--- src/design/bcs_pkg.sv ---
// Constants, types and helper functions of the branch and status decoder.
package bcs_pkg;
  localparam int ADDR_W      = 15;
  localparam int STACK_DEPTH = 8;
  localparam int SP_W        = 3;
  // Operation classes held in opcode bits 7 to 2.
  localparam logic [5:0] OP_CMP_REG = 6'h38;
  localparam logic [5:0] OP_CMP_IMM = 6'h39;
  localparam logic [5:0] OP_CMP_REL = 6'h3A;
  localparam logic [5:0] OP_CMP_ABS = 6'h3B;
  localparam logic [5:0] OP_ROT_R   = 6'h14;
  localparam logic [5:0] OP_ROT_L   = 6'h34;
  localparam logic [5:0] OP_JT_R    = 6'h06;
  localparam logic [5:0] OP_JT_A    = 6'h07;
  localparam logic [5:0] OP_JF_R    = 6'h26;
  localparam logic [5:0] OP_JF_A    = 6'h27;
  localparam logic [5:0] OP_JNZ_R   = 6'h16;
  localparam logic [5:0] OP_JNZ_A   = 6'h17;
  localparam logic [5:0] OP_JINC_R  = 6'h36;
  localparam logic [5:0] OP_JINC_A  = 6'h37;
  localparam logic [5:0] OP_JDEC_R  = 6'h3E;
  localparam logic [5:0] OP_JDEC_A  = 6'h3F;
  localparam logic [5:0] OP_CT_R    = 6'h0E;
  localparam logic [5:0] OP_CT_A    = 6'h0F;
  localparam logic [5:0] OP_CF_R    = 6'h2E;
  localparam logic [5:0] OP_CF_A    = 6'h2F;
  localparam logic [5:0] OP_CNZ_R   = 6'h1E;
  localparam logic [5:0] OP_CNZ_A   = 6'h1F;
  localparam logic [5:0] OP_RET     = 6'h05;
  localparam logic [5:0] OP_RETE    = 6'h0D;
  localparam logic [5:0] OP_TMI     = 6'h3D;
  // Whole opcode bytes.
  localparam logic [7:0] B_HALT      = 8'h40;
  localparam logic [7:0] B_NOP       = 8'hC0;
  localparam logic [7:0] B_LPSU      = 8'h92;
  localparam logic [7:0] B_LPSL      = 8'h93;
  localparam logic [7:0] B_SPSU      = 8'h12;
  localparam logic [7:0] B_SPSL      = 8'h13;
  localparam logic [7:0] B_CPSU      = 8'h74;
  localparam logic [7:0] B_CPSL      = 8'h75;
  localparam logic [7:0] B_PPSU      = 8'h76;
  localparam logic [7:0] B_PPSL      = 8'h77;
  localparam logic [7:0] B_TPSU      = 8'hB4;
  localparam logic [7:0] B_TPSL      = 8'hB5;
  localparam logic [7:0] B_JUMP_IDX  = 8'h9F;
  localparam logic [7:0] B_CALL_IDX  = 8'hBF;
  // Condition code values and the always-true condition field.
  localparam logic [1:0] CC_POS   = 2'h1;
  localparam logic [1:0] CC_ZERO  = 2'h0;
  localparam logic [1:0] CC_NEG   = 2'h2;
  localparam logic [1:0] COND_ANY = 2'h3;
  // Bit positions in the lower and upper status bytes.
  localparam int LO_CC_LSB = 6;
  localparam int LO_IDC    = 5;
  localparam int LO_BANK   = 4;
  localparam int LO_WC     = 3;
  localparam int LO_OVF    = 2;
  localparam int LO_COM    = 1;
  localparam int LO_C      = 0;
  localparam int UP_FLAG   = 6;
  localparam int UP_II     = 5;
  localparam logic [7:0] UP_WRITABLE = 8'h67;
  localparam logic [7:0] LO_RESET    = 8'h00;
  // Instruction lengths in processor cycles.
  localparam logic [2:0] CYC_TWO   = 3'h2;
  localparam logic [2:0] CYC_THREE = 3'h3;
  localparam logic [2:0] CYC_FOUR  = 3'h4;

  typedef enum logic [2:0] {
    st_idle = 3'b001,
    st_exec = 3'b010,
    st_wait = 3'b100
  } state_t;

  // Condition code of a value seen as a signed byte.
  function automatic logic [1:0] cc_of_value(input logic [7:0] v);
    if (v == 8'h00) return CC_ZERO;
    return v[7] ? CC_NEG : CC_POS;
  endfunction

  // Condition code of a compare, unsigned when logical is set.
  function automatic logic [1:0] cc_compare(input logic [7:0] a,
                                            input logic [7:0] b,
                                            input logic       logical);
    logic gt;
    gt = logical ? (a > b) : ($signed(a) > $signed(b));
    if (a == b) return CC_ZERO;
    return gt ? CC_POS : CC_NEG;
  endfunction

  // Condition code of a test under mask.
  function automatic logic [1:0] cc_mask(input logic [7:0] v,
                                         input logic [7:0] m);
    return ((v & m) == m) ? CC_ZERO : CC_NEG;
  endfunction
endpackage

--- src/design/psw_if.sv ---
// Status word access channel between the decoder and the status registers.
interface psw_if;
  import bcs_pkg::*;
  logic [7:0]        upper;
  logic [7:0]        lower;
  logic              wr_upper;
  logic [7:0]        upper_wdata;
  logic              wr_lower;
  logic [7:0]        lower_wdata;
  logic              push;
  logic              pop;
  logic              clear_ii;
  logic [ADDR_W-1:0] push_addr;
  logic [ADDR_W-1:0] top_addr;
  modport decoder (input upper, lower, top_addr, output wr_upper,
                   upper_wdata, wr_lower, lower_wdata, push, pop,
                   clear_ii, push_addr);
  modport store (output upper, lower, top_addr, input wr_upper,
                 upper_wdata, wr_lower, lower_wdata, push, pop,
                 clear_ii, push_addr);
endinterface

--- src/design/psw_regs.sv ---
// Program status bytes and the return address stack.
module psw_regs (
  input  wire logic ref_clk,
  input  wire logic rst,
  input  wire logic sense_in,
  psw_if.store      psw
);
  import bcs_pkg::*;
  logic [ADDR_W-1:0] stack [STACK_DEPTH];
  logic [SP_W-1:0]   sp;
  logic              flag;
  logic              inhibit;
  logic              sense;
  logic [7:0]        lower;

  // Upper byte reads sense, flag, inhibit, two zero bits and the pointer.
  assign psw.upper    = {sense, flag, inhibit, 2'b00, sp}; // [RULE27] [RULE29]
  assign psw.lower    = lower; // [RULE26]
  assign psw.top_addr = stack[sp];

  // The sense pin is registered so the status byte comes from a flop.
  always_ff @(posedge ref_clk) begin
    sense <= rst ? 1'b0 : sense_in;
  end

  // Flag and interrupt inhibit; writes to the unused bits are dropped.
  always_ff @(posedge ref_clk) begin
    if (rst) begin
      flag    <= 1'b0;
      inhibit <= 1'b0;
    end else if (psw.wr_upper) begin
      flag    <= psw.upper_wdata[UP_FLAG]; // [RULE29]
      inhibit <= psw.upper_wdata[UP_II];
    end else if (psw.clear_ii) begin
      inhibit <= 1'b0; // [RULE15]
    end
  end

  // Stack pointer moves up on a push and down on a pop.
  always_ff @(posedge ref_clk) begin
    if (rst) begin
      sp <= '0;
    end else if (psw.wr_upper) begin
      sp <= psw.upper_wdata[SP_W-1:0];
    end else if (psw.push) begin
      sp <= sp + SP_W'(1); // [RULE25]
    end else if (psw.pop) begin
      sp <= sp - SP_W'(1); // [RULE25]
    end
  end

  // A push stores the return address in the next slot.
  always_ff @(posedge ref_clk) begin
    if (psw.push) begin
      stack[sp + SP_W'(1)] <= psw.push_addr; // [RULE25]
    end
  end

  // Lower status byte.
  always_ff @(posedge ref_clk) begin
    if (rst) begin
      lower <= LO_RESET;
    end else if (psw.wr_lower) begin
      lower <= psw.lower_wdata; // [RULE26]
    end
  end
endmodule

--- src/design/rotate_unit.sv ---
// One-place register rotate with optional carry linkage.
module rotate_unit (
  input  wire logic [7:0] value,
  input  wire logic       carry_in,
  input  wire logic       idc_in,
  input  wire logic       with_carry,
  input  wire logic       left,
  output logic      [7:0] result,
  output logic            carry_out,
  output logic            idc_out,
  output logic            ovf_out
);
  // Through carry the carry bit joins the ring, else the byte closes on itself.
  always_comb begin
    if (left) begin
      result    = {value[6:0], with_carry ? carry_in : value[7]}; // [RULE4]
      carry_out = with_carry ? value[7] : carry_in;
    end else begin
      result    = {with_carry ? carry_in : value[0], value[7:1]}; // [RULE4]
      carry_out = with_carry ? value[0] : carry_in;
    end
    idc_out = with_carry ? result[5] : idc_in;
    ovf_out = result[7] ^ value[7];
  end
endmodule

--- src/design/branch_status_decoder.sv ---
// Decoder and executor for compare, rotate, branch, call and status operations.
// Operation
// [RULE1] Compare family decode, two to four cycles
// [RULE2] Register-zero compare sets condition code
// [RULE3] Fetched-value compare sets condition code
// [RULE4] Rotate right and left with flags
// [RULE5] Jump if condition true, flags kept
// [RULE6] Jump if condition false, flags kept
// [RULE7] Jump if register nonzero, flags kept
// [RULE8] Increment register then jump if nonzero
// [RULE9] Decrement register then jump if nonzero
// [RULE10] Page-zero and indexed unconditional jumps
// [RULE11] Index is always register three
// [RULE12] Conditional calls push return address
// [RULE13] Call if register nonzero
// [RULE14] Page-zero and indexed unconditional calls
// [RULE15] Conditional return, one variant enables interrupts
// [RULE16] Read and status store set condition code; a read that arrives in the final cycle of an instruction is dropped
// [RULE17] Halt enters wait, no-operation does nothing
// [RULE18] Immediate mask test of a register
// [RULE19] Mask tests give zero or negative
// [RULE20] Status load, upper and lower bytes
// [RULE21] Status save copies byte, sets code
// [RULE22] Masked clear of status bits
// [RULE23] Masked set of status bits
// [RULE24] Masked test of status bits
// [RULE25] Eight-deep return stack indexed by pointer
// [RULE26] Lower status byte field layout
// [RULE27] Upper status byte field layout
// [RULE28] Updated register written before nonzero test
// [RULE29] Upper unused bits read zero
module branch_status_decoder (
  input  wire logic                        ref_clk,
  input  wire logic                        rst,
  input  wire logic                        instr_valid,
  input  wire logic [7:0]                  opcode,
  input  wire logic [7:0]                  operand,
  input  wire logic [bcs_pkg::ADDR_W-1:0]  target_addr,
  input  wire logic [bcs_pkg::ADDR_W-1:0]  return_addr,
  input  wire logic [7:0]                  reg_rdata,
  input  wire logic [7:0]                  r0_data,
  input  wire logic                        io_read_valid,
  input  wire logic [7:0]                  io_read_data,
  input  wire logic                        sense_in,
  input  wire logic                        wake,
  output logic      [1:0]                  reg_sel,
  output logic                             reg_bank,
  output logic                             claimed,
  output logic                             busy,
  output logic                             done,
  output logic                             halted,
  output logic                             reg_we,
  output logic      [1:0]                  reg_wsel,
  output logic      [7:0]                  reg_wdata,
  output logic                             pc_load,
  output logic      [bcs_pkg::ADDR_W-1:0]  pc_target,
  output logic      [7:0]                  status_upper,
  output logic      [7:0]                  status_lower
);
  import bcs_pkg::*;

  psw_if psw ();

  state_t            state;
  logic [2:0]        cnt;
  logic [7:0]        lat_op;
  logic [7:0]        lat_v;
  logic [7:0]        lat_r;
  logic [7:0]        lat_r0;
  logic [ADDR_W-1:0] lat_tgt;
  logic [ADDR_W-1:0] lat_ret;
  logic              take;
  logic              commit;
  logic [5:0]        op6;
  logic [1:0]        cond;
  logic [1:0]        cc;
  logic              cond_true;
  logic [7:0]        inc_val;
  logic [7:0]        dec_val;
  logic [ADDR_W-1:0] idx_target;
  logic [SP_W-1:0]   sp_now;
  logic              is_branch;
  logic [7:0]        rot_res;
  logic              rot_c;
  logic              rot_idc;
  logic              rot_ovf;
  logic              jump;
  logic              call;
  logic              index;
  logic              ret_pop;
  logic              next_halt;
  logic              next_reg_we;
  logic [1:0]        next_reg_wsel;
  logic [7:0]        next_reg_wdata;

  // Length of a recognised opcode in cycles, zero for any other byte.
  function automatic logic [2:0] cycles_of(input logic [7:0] b);
    logic [2:0] n;
    n = 3'h0;
    case (b[7:2])
      OP_CMP_REG, OP_CMP_IMM, OP_ROT_R, OP_ROT_L: n = CYC_TWO; // [RULE1]
      OP_CMP_REL, OP_JT_R, OP_JT_A, OP_JF_R, OP_JF_A, OP_JNZ_R, OP_JNZ_A,
      OP_JINC_R, OP_JINC_A, OP_JDEC_R, OP_JDEC_A, OP_CT_R, OP_CT_A,
      OP_CF_R, OP_CF_A, OP_CNZ_R, OP_CNZ_A, OP_RET, OP_RETE,
      OP_TMI: n = CYC_THREE; // [RULE1] [RULE5] [RULE12] [RULE15]
      OP_CMP_ABS: n = CYC_FOUR; // [RULE1]
      default: n = 3'h0;
    endcase
    case (b)
      B_HALT, B_NOP, B_LPSU, B_LPSL, B_SPSU, B_SPSL: n = CYC_TWO; // [RULE17]
      B_CPSU, B_CPSL, B_PPSU, B_PPSL, B_TPSU, B_TPSL: n = CYC_THREE;
      default: n = n;
    endcase
    return n;
  endfunction

  psw_regs u_psw (
    .ref_clk  (ref_clk),
    .rst      (rst),
    .sense_in (sense_in),
    .psw      (psw.store)
  );

  rotate_unit u_rot (
    .value      (lat_r),
    .carry_in   (psw.lower[LO_C]),
    .idc_in     (psw.lower[LO_IDC]),
    .with_carry (psw.lower[LO_WC]),
    .left       (lat_op[7]),
    .result     (rot_res),
    .carry_out  (rot_c),
    .idc_out    (rot_idc),
    .ovf_out    (rot_ovf)
  );

  // Handshake and decode terms.
  assign reg_sel      = opcode[1:0]; // [RULE11]
  assign claimed      = instr_valid && (cycles_of(opcode) != 3'h0);
  assign take         = claimed && (state == st_idle);
  assign commit       = (state == st_exec) && (cnt == 3'h1);
  assign busy         = (state != st_idle);
  assign halted       = (state == st_wait);
  assign op6          = lat_op[7:2];
  assign cond         = lat_op[1:0];
  assign cc           = psw.lower[LO_CC_LSB +: 2];
  assign cond_true    = (cond == COND_ANY) || (cc == cond);
  assign inc_val      = lat_r + 8'h01;
  assign dec_val      = lat_r - 8'h01;
  assign idx_target   = lat_tgt + ADDR_W'(lat_r); // [RULE11]
  assign sp_now       = psw.upper[SP_W-1:0];
  assign reg_bank     = psw.lower[LO_BANK];
  assign status_upper = psw.upper;
  assign status_lower = psw.lower;
  assign is_branch    = (op6[2:1] == 2'b11) && (lat_op[7:2] != OP_CMP_ABS) &&
                        (lat_op[7:2] != OP_CMP_REL);

  // Sequencer: idle, executing for the opcode's length, or halted.
  always_ff @(posedge ref_clk) begin
    if (rst) begin
      state <= st_idle;
    end else begin
      case (state)
        st_idle: if (take) state <= st_exec;
        st_exec: if (commit) state <= next_halt ? st_wait : st_idle; // [RULE17]
        st_wait: if (wake) state <= st_idle;
        default: state <= st_idle;
      endcase
    end
  end

  // Cycle counter of the running instruction.
  always_ff @(posedge ref_clk) begin
    if (rst) begin
      cnt <= 3'h0;
    end else if (take) begin
      cnt <= cycles_of(opcode) - 3'h1; // [RULE1]
    end else if ((state == st_exec) && !commit) begin
      cnt <= cnt - 3'h1;
    end
  end

  // Opcode, operand and register values are held for the whole instruction.
  always_ff @(posedge ref_clk) begin
    if (rst) begin
      lat_op  <= B_NOP;
      lat_v   <= 8'h00;
      lat_r   <= 8'h00;
      lat_r0  <= 8'h00;
      lat_tgt <= '0;
      lat_ret <= '0;
    end else if (take) begin
      lat_op  <= opcode;
      lat_v   <= operand;
      lat_r   <= reg_rdata;
      lat_r0  <= r0_data;
      lat_tgt <= target_addr;
      lat_ret <= return_addr;
    end
  end

  // Effects of the final cycle of each instruction.
  always_comb begin
    next_reg_we     = 1'b0;
    next_reg_wsel   = lat_op[1:0];
    next_reg_wdata  = lat_r;
    jump            = 1'b0;
    call            = 1'b0;
    index           = 1'b0;
    ret_pop         = 1'b0;
    next_halt       = 1'b0;
    psw.wr_upper    = 1'b0;
    psw.upper_wdata = psw.upper & UP_WRITABLE;
    psw.wr_lower    = 1'b0;
    psw.lower_wdata = psw.lower;
    psw.clear_ii    = 1'b0;
    if (commit) begin
      case (lat_op)
        B_HALT: next_halt = 1'b1; // [RULE17]
        B_NOP: next_halt = 1'b0; // [RULE17]
        B_LPSU: begin
          psw.wr_upper    = 1'b1;
          psw.upper_wdata = lat_r0 & UP_WRITABLE; // [RULE20]
        end
        B_LPSL: begin
          psw.wr_lower    = 1'b1;
          psw.lower_wdata = lat_r0; // [RULE20]
        end
        B_SPSU, B_SPSL: begin
          next_reg_we    = 1'b1;
          next_reg_wsel  = 2'h0;
          next_reg_wdata = lat_op[0] ? psw.lower : psw.upper; // [RULE21]
          psw.wr_lower   = 1'b1;
          psw.lower_wdata[LO_CC_LSB +: 2] =
            cc_of_value(next_reg_wdata); // [RULE16] [RULE21]
        end
        B_CPSU: begin
          psw.wr_upper    = 1'b1;
          psw.upper_wdata = psw.upper & ~lat_v & UP_WRITABLE; // [RULE22]
        end
        B_CPSL: begin
          psw.wr_lower    = 1'b1;
          psw.lower_wdata = psw.lower & ~lat_v; // [RULE22]
        end
        B_PPSU: begin
          psw.wr_upper    = 1'b1;
          psw.upper_wdata = (psw.upper | lat_v) & UP_WRITABLE; // [RULE23]
        end
        B_PPSL: begin
          psw.wr_lower    = 1'b1;
          psw.lower_wdata = psw.lower | lat_v; // [RULE23]
        end
        B_TPSU, B_TPSL: begin
          psw.wr_lower = 1'b1;
          psw.lower_wdata[LO_CC_LSB +: 2] = cc_mask(
            lat_op[0] ? psw.lower : psw.upper, lat_v); // [RULE24] [RULE19]
        end
        default: begin
          case (op6)
            OP_CMP_REG: begin
              psw.wr_lower = 1'b1;
              psw.lower_wdata[LO_CC_LSB +: 2] =
                cc_compare(lat_r0, lat_r, psw.lower[LO_COM]); // [RULE2]
            end
            OP_CMP_IMM, OP_CMP_REL, OP_CMP_ABS: begin
              psw.wr_lower = 1'b1;
              psw.lower_wdata[LO_CC_LSB +: 2] =
                cc_compare(lat_r, lat_v, psw.lower[LO_COM]); // [RULE3]
            end
            OP_ROT_R, OP_ROT_L: begin
              next_reg_we                     = 1'b1;
              next_reg_wdata                  = rot_res; // [RULE4]
              psw.wr_lower                    = 1'b1;
              psw.lower_wdata[LO_C]           = rot_c;
              psw.lower_wdata[LO_IDC]         = rot_idc;
              psw.lower_wdata[LO_OVF]         = rot_ovf;
              psw.lower_wdata[LO_CC_LSB +: 2] = cc_of_value(rot_res);
            end
            OP_JT_R, OP_JT_A: jump = cond_true; // [RULE5]
            OP_JF_R, OP_JF_A: begin
              jump  = (cond == COND_ANY) || (cc != cond); // [RULE6] [RULE10]
              index = (lat_op == B_JUMP_IDX); // [RULE10] [RULE11]
            end
            OP_JNZ_R, OP_JNZ_A: jump = (lat_r != 8'h00); // [RULE7]
            OP_JINC_R, OP_JINC_A: begin
              next_reg_we    = 1'b1;
              next_reg_wdata = inc_val; // [RULE8] [RULE28]
              jump           = (inc_val != 8'h00); // [RULE28]
            end
            OP_JDEC_R, OP_JDEC_A: begin
              next_reg_we    = 1'b1;
              next_reg_wdata = dec_val; // [RULE9] [RULE28]
              jump           = (dec_val != 8'h00); // [RULE28]
            end
            OP_CT_R, OP_CT_A: call = cond_true; // [RULE12]
            OP_CF_R, OP_CF_A: begin
              call  = (cond == COND_ANY) || (cc != cond); // [RULE12] [RULE14]
              index = (lat_op == B_CALL_IDX); // [RULE14] [RULE11]
            end
            OP_CNZ_R, OP_CNZ_A: call = (lat_r != 8'h00); // [RULE13]
            OP_RET, OP_RETE: begin
              ret_pop      = cond_true; // [RULE15]
              psw.clear_ii = cond_true && lat_op[5]; // [RULE15]
            end
            OP_TMI: begin
              psw.wr_lower = 1'b1;
              psw.lower_wdata[LO_CC_LSB +: 2] =
                cc_mask(lat_r, lat_v); // [RULE18] [RULE19]
            end
            default: jump = 1'b0;
          endcase
        end
      endcase
    end else if (io_read_valid) begin
      psw.wr_lower = 1'b1;
      psw.lower_wdata[LO_CC_LSB +: 2] = cc_of_value(io_read_data); // [RULE16]
    end
  end

  // Stack traffic for calls and returns.
  assign psw.push      = call; // [RULE12] [RULE14]
  assign psw.pop       = ret_pop; // [RULE15]
  assign psw.push_addr = lat_ret;

  // Registered answers to the register file and the fetch sequencer.
  always_ff @(posedge ref_clk) begin
    if (rst) begin
      done      <= 1'b0;
      reg_we    <= 1'b0;
      reg_wsel  <= 2'h0;
      reg_wdata <= 8'h00;
      pc_load   <= 1'b0;
      pc_target <= '0;
    end else begin
      done      <= commit;
      reg_we    <= next_reg_we;
      reg_wsel  <= next_reg_wsel;
      reg_wdata <= next_reg_wdata;
      pc_load   <= jump || call || ret_pop;
      pc_target <= ret_pop ? psw.top_addr :
                   (index ? idx_target : lat_tgt);
    end
  end
endmodule

--- config.mk ---
export PLATFORM = sky130hd
export DESIGN_NAME = branch_status_decoder
export DESIGN_NICKNAME = d
export VERILOG_FILES = /design/src/design/bcs_pkg.sv /design/src/design/psw_if.sv /design/src/design/psw_regs.sv /design/src/design/rotate_unit.sv /design/src/design/branch_status_decoder.sv
export SDC_FILE = /design/constraint.sdc
export NUM_CORES = 1
export LEC_CHECK = 0
export ABC_AREA = 1
export BUFFER_PORTS_ARGS = -buffer_cell sky130_fd_sc_hd__clkbuf_2
export CAP_MARGIN = 20
export CORE_UTILIZATION = 30
export CTS_CLUSTER_SIZE = 28
export DETAILED_ROUTE_END_ITERATION = 10
export GPL_TIMING_DRIVEN = 0
export PLACE_DENSITY_LB_ADDON = 0.25
export SYNTH_ARGS = -nofsm -noshare
export SYNTH_HDL_FRONTEND = slang
export SYNTH_SLANG_ARGS = --single-unit
--- constraint.sdc ---
create_clock -name ref_clk -period 7.05 [get_ports ref_clk]
set_clock_uncertainty 0.15 [all_clocks]
set_input_delay 1.0575 -clock ref_clk [delete_from_list [all_inputs] [get_ports ref_clk]]
set_output_delay 1.0575 -clock ref_clk [all_outputs]
set_load 0.03 [all_outputs]
==> impl_results.html <==
<table>
<tr><th>Metric</th><th>Value</th></tr>
<tr><th colspan="2">Status</th></tr>
<tr><td>Result of the run</td><td>finished, final reports clean</td></tr>
<tr><th colspan="2">Timing</th></tr>
<tr><td>Worst-case headroom to the max-slew limit</td><td>0.347</td></tr>
<tr><td>Final Hold Violating Endpoints</td><td>0</td></tr>
<tr><td>Setup TNS Final</td><td>0 ns</td></tr>
<tr><td>Final cycle utilization of the critical path</td><td>0.568</td></tr>
<tr><td>Hold slack</td><td>between 0.3 and 0.4 ns</td></tr>
<tr><td>Setup violators final</td><td>0</td></tr>
<tr><td>Peak clock frequency supported by timing</td><td>approximately 0.25 GHz</td></tr>
<tr><td>RSZ-0062 raised after global routing</td><td>no</td></tr>
<tr><td>Worst-margin pin slew</td><td>approximately 0.98 ns</td></tr>
<tr><td>Final slew viol count</td><td>0</td></tr>
<tr><td>Tmin final</td><td>between 4 and 5 ns</td></tr>
<tr><th colspan="2">Setup path</th></tr>
<tr><td>Minimum setup slack among reg-to-reg paths</td><td>roughly 3.2 ns</td></tr>
<tr><td>Startpoint type of the worst setup path</td><td>primary input</td></tr>
<tr><td>End of the worst register-to-register path</td><td>u_psw.stack[1][11]</td></tr>
<tr><td>Critical path capture point</td><td>lat_tgt[2]</td></tr>
<tr><td>Start point of the critical path</td><td>opcode[2]</td></tr>
<tr><td>Data required time at the worst endpoint</td><td>7.39 ns</td></tr>
<tr><td>Kind of critical path</td><td>in2reg</td></tr>
<tr><td>Maximum fanout along the worst path</td><td>10</td></tr>
<tr><td>Signal arrival time at the worst endpoint</td><td>approximately 4.3 ns</td></tr>
<tr><td>FF-to-FF path depth</td><td>12</td></tr>
<tr><td>Reg2reg start</td><td>lat_r[0]</td></tr>
<tr><td>Crit. End Element</td><td>flip-flop</td></tr>
<tr><th colspan="2">Finish</th></tr>
<tr><td>Total area of multi-input combinational cells</td><td>between 5000 and 6000 sq um</td></tr>
<tr><td>Share of final-layout standard cells stronger than drive strength 1</td><td>0.153</td></tr>
<tr><td>Storage cell area</td><td>about 6000 sq um</td></tr>
<tr><td>Antenna Diode Count</td><td>0</td></tr>
<tr><td>Final #Nets</td><td>approximately 1700</td></tr>
<tr><td>Filler cell count</td><td>between 4000 and 5000</td></tr>
<tr><td>Synth-to-layout area growth</td><td>19.5%</td></tr>
<tr><th colspan="2">Global route</th></tr>
<tr><td>Remaining global-route overflow</td><td>0</td></tr>
<tr><td>Largest net degree at the start of global routing</td><td>15</td></tr>
<tr><td>Number of antenna violations at the first check in global routing</td><td>1</td></tr>
<tr><td>First-pass GRT wire length</td><td>between 60000 and 70000 um</td></tr>
<tr><td>GR Util All Layers</td><td>0.213</td></tr>
<tr><td>Via count of the first global-routing pass</td><td>10500</td></tr>
<tr><th colspan="2">Logic synthesis</th></tr>
<tr><td>Number of unique standard cell types used by synthesis</td><td>49</td></tr>
<tr><td>Post-synthesis instance area</td><td>approximately 12000 sq um</td></tr>
<tr><td>Async set or reset register ratio after synthesis</td><td>0</td></tr>
<tr><td>Synth area leader</td><td>sky130_fd_sc_hd__edfxtp_1</td></tr>
<tr><td>Average instance area after synthesis</td><td>roughly 8.2 sq um</td></tr>
<tr><td>Main area contributors after synthesis</td><td>sky130_fd_sc_hd__edfxtp_1, sky130_fd_sc_hd__dfxtp_1, sky130_fd_sc_hd__nand2_1</td></tr>
<tr><td>Sequential share of the synthesized area</td><td>0.491</td></tr>
<tr><td>Top-area cell type share of the netlist area</td><td>0.302</td></tr>
<tr><td>EDFF count, synth</td><td>120</td></tr>
<tr><td>#FFs+latches synth</td><td>roughly 230</td></tr>
<tr><td>Synth Instances</td><td>approximately 1500</td></tr>
<tr><td>Top_reg_cell synth</td><td>sky130_fd_sc_hd__edfxtp_1</td></tr>
<tr><td>Total of warnings raised by yosys</td><td>0</td></tr>
<tr><th colspan="2">Worst hold path</th></tr>
<tr><td>Path class of the lowest-slack min-delay path</td><td>reg2reg</td></tr>
<tr><td>Hold_sp</td><td>lat_tgt[14]</td></tr>
<tr><th colspan="2">Clocking</th></tr>
<tr><td>Clock Root Buffer</td><td>sky130_fd_sc_hd__clkbuf_16</td></tr>
<tr><td>Clock-pin slew on the worst setup and hold paths</td><td>0.06 ns</td></tr>
<tr><td>CTS Buf Count</td><td>26</td></tr>
<tr><td>Latest clock arrival within the worst-skew pair</td><td>0.56 ns</td></tr>
<tr><td>Hold buffer count at cts</td><td>0</td></tr>
<tr><td>Number of cells upsized or downsized after cts</td><td>0</td></tr>
<tr><td>CTS sink cnt</td><td>approximately 230</td></tr>
<tr><td>Maximum level of the CTS H-tree</td><td>1</td></tr>
<tr><td>Number of buffers between clock root and the deepest sink</td><td>3</td></tr>
<tr><td>Post-CTS Setup Bufs</td><td>0</td></tr>
<tr><td>Clock tree from TritonCTS</td><td>built</td></tr>
<tr><th colspan="2">Route</th></tr>
<tr><td>Average via count per standard cell</td><td>5.00</td></tr>
<tr><td>Routed vias</td><td>10800</td></tr>
<tr><td>Number of nets with antenna violations after routing</td><td>0</td></tr>
<tr><td>Number of design-rule violations left by the first detailed-router iteration</td><td>924</td></tr>
<tr><td>Detailed-route wire length on metal 1</td><td>between 15000 and 20000 um</td></tr>
<tr><td>Top sig layer</td><td>met4</td></tr>
<tr><td>Router iterations before antenna repair</td><td>5</td></tr>
<tr><td>Count of unresolved DRC violations after routing</td><td>0</td></tr>
<tr><td>Detailed-route wire length per cell</td><td>20.2 um</td></tr>
<tr><td>Metal2 WL</td><td>20800 um</td></tr>
<tr><td>WL final</td><td>approximately 44000 um</td></tr>
<tr><td>Wire length on met3</td><td>approximately 2600 um</td></tr>
<tr><th colspan="2">Floorplanning</th></tr>
<tr><td>Total Die Area</td><td>around 40000 sq um</td></tr>
<tr><td>Cell Rows</td><td>72</td></tr>
<tr><td>Top-level port count</td><td>126</td></tr>
<tr><td>DIE HEIGHT</td><td>around 200 um</td></tr>
<tr><td>Horizontal die dimension</td><td>around 200 um</td></tr>
<tr><td>Starting utilization of the core area</td><td>0.306</td></tr>
<tr><td>CORE AREA</td><td>a little under 40000 sq um</td></tr>
<tr><th colspan="2">Run</th></tr>
<tr><td>Number of max-cap violations</td><td>0</td></tr>
<tr><th colspan="2">Place</th></tr>
<tr><td>Gpl congestion</td><td>0.923</td></tr>
<tr><td>Buffers added on ports</td><td>around 120</td></tr>
<tr><td>Detailed placement HPWL</td><td>approximately 33000 um</td></tr>
<tr><th colspan="2">Power</th></tr>
<tr><td>Pwr per Cell Area</td><td>287 nW/um^2</td></tr>
<tr><td>Leakage power</td><td>0.00604 uW</td></tr>
<tr><td>IR drop worst, VDD</td><td>0.000173 V</td></tr>
</table>
cell usage in the layout (no fill, tap or decap), drive strengths merged:
| master | netlist | final |
|---|---|---|
| o32ai | 1 | 1 |
| nand3 | 109 | 109 |
| xor2 | 13 | 13 |
| nor2 | 177 | 177 |
| o21bai | 1 | 1 |
| a31oi | 7 | 7 |
| dfxtp | 113 | 113 |
| o22ai | 4 | 4 |
| inv | 127 | 127 |
| o31ai | 4 | 4 |
| nor3 | 18 | 18 |
| xnor2 | 5 | 5 |
| clkinv | 6 | 11 |
| ha | 41 | 41 |
| nand4 | 14 | 14 |
| nand3b | 3 | 3 |
| o211a | 2 | 2 |
| a221oi | 15 | 15 |
| fa | 1 | 1 |
| a41oi | 2 | 2 |
| a21o | 2 | 2 |
| o2111ai | 4 | 4 |
| a221o | 2 | 2 |
| o211ai | 7 | 7 |
| clkbuf | 40 | 204 |
| a21oi | 134 | 134 |
| o21a | 2 | 2 |
| conb | 1 | 2 |
| clkinvlp | 0 | 1 |
| a2bb2oi | 1 | 1 |
| buf | 31 | 39 |
| edfxtp | 120 | 120 |
| a211oi | 5 | 5 |
| nand2 | 322 | 322 |
| or2 | 6 | 6 |
| bufinv | 0 | 1 |
| o21ai | 125 | 125 |
metal layers:
metal | up-vias | global-route usage
met1 | 5101 | 0.278
met3 | 75 | 0.0305
met4 | 0 | 0.0671
met5 | - | 0
li1 | 5279 | -
met2 | 370 | 0.363
worst min path at each step:
stage	depth (start not counted)	slack, ns	end
2_1_floorplan	2	0.29	lat_tgt[14]
3_3_place_gp	2	0.32	lat_tgt[14]
3_5_place_dp	2	0.32	lat_tgt[14]
4_1_cts	2	0.33	lat_tgt[14]
5_1_grt	2	0.38	lat_tgt[14]
6_report	2	0.34	lat_tgt[14]
final cells by class:
class,instances,area share
tap,518,0.0454
multi-input combinational,1029,0.369
sequential,233,0.411
clock buffer,41,0.0575
buffer,71,0.0235
inverter,133,0.0351
clock inverter,7,0.00596
timing repair buffer,131,0.0524
logic make-up (layout without fill, tap and decap cells):
family | Yosys count | in the layout | share of synthesized area
fa+ha+maj | 42 | 42 | 0.0446
xor+xnor | 18 | 18 | 0.0132
other cells | 1 | 2 | 0.000314
simple gates | 649 | 649 | 0.233
compound gates | 318 | 318 | 0.148
flops | 233 | 233 | 0.491
buf+inv | 204 | 383 | 0.0700
flip-flops by register name, indices dropped and copies added (netlist names), 2 cells and up, named ones only:
register and count:
lat_v 8, pc_target 15, reg_wdata 8, lat_ret 15, u_psw.psw.lower 8, cnt 3
lat_tgt 15, u_psw.sp 3, reg_wsel 2, lat_op 8, u_psw.stack 120, state 3
lat_r0 8, lat_r 8
cells in the mapped netlist (14+ instances only):
cell type and instances:
sky130_fd_sc_hd__dfxtp_1 113, sky130_fd_sc_hd__ha_1 41, sky130_fd_sc_hd__inv_1 119, sky130_fd_sc_hd__clkbuf_1 40
sky130_fd_sc_hd__edfxtp_1 120, sky130_fd_sc_hd__nor3_1 17, sky130_fd_sc_hd__a221oi_1 15, sky130_fd_sc_hd__a21oi_1 134
sky130_fd_sc_hd__buf_4 14, sky130_fd_sc_hd__nor2_1 165, sky130_fd_sc_hd__nand2_1 311, sky130_fd_sc_hd__o21ai_0 121
sky130_fd_sc_hd__nand3_1 107
critical path: stages:
cell	delay, ns
sky130_fd_sc_hd__clkbuf_2	0.13
sky130_fd_sc_hd__nor2_1	0.26
sky130_fd_sc_hd__o211ai_1	0.17
sky130_fd_sc_hd__o21ai_0	0.12
sky130_fd_sc_hd__a21oi_1	0.06
sky130_fd_sc_hd__or2_2	0.29
sky130_fd_sc_hd__inv_1	0.06
sky130_fd_sc_hd__ha_1	0.14
sky130_fd_sc_hd__ha_1	0.15
sky130_fd_sc_hd__nor2_1	0.06
sky130_fd_sc_hd__nand2_1	0.28
sky130_fd_sc_hd__clkbuf_1	0.54
sky130_fd_sc_hd__clkbuf_1	0.53
sky130_fd_sc_hd__o21ai_0	0.33
sky130_fd_sc_hd__nor2_1	0.16
metrics by stage:
step / instance area, sq um / total power, uW / worst slack [ns] / instances / util
6_report: 14300 / 4100 / 3.05 / 2163 / 0.366
4_1_cts: 14300 / 4120 / 3.09 / 2163 / 0.366
3_3_place_gp: 13200 / 2690 / 2.43 / 2107 / 0.339
2_1_floorplan: 12000 / 2340 / 3.40 / 1466 / -
3_5_place_dp: 13400 / 2700 / 2.51 / 2115 / 0.343
5_1_grt: 14300 / 4310 / 2.82 / 2163 / 0.366
power by group:
part           switching, uW  leakage, uW  total [uW]  internal [uW]
combinational            660      0.00356         964            303
sequential               155      0.00203        1720           1560
clock                    577     0.000447        1420            838
No activity file was read; power rests on OpenSTA's default activity.
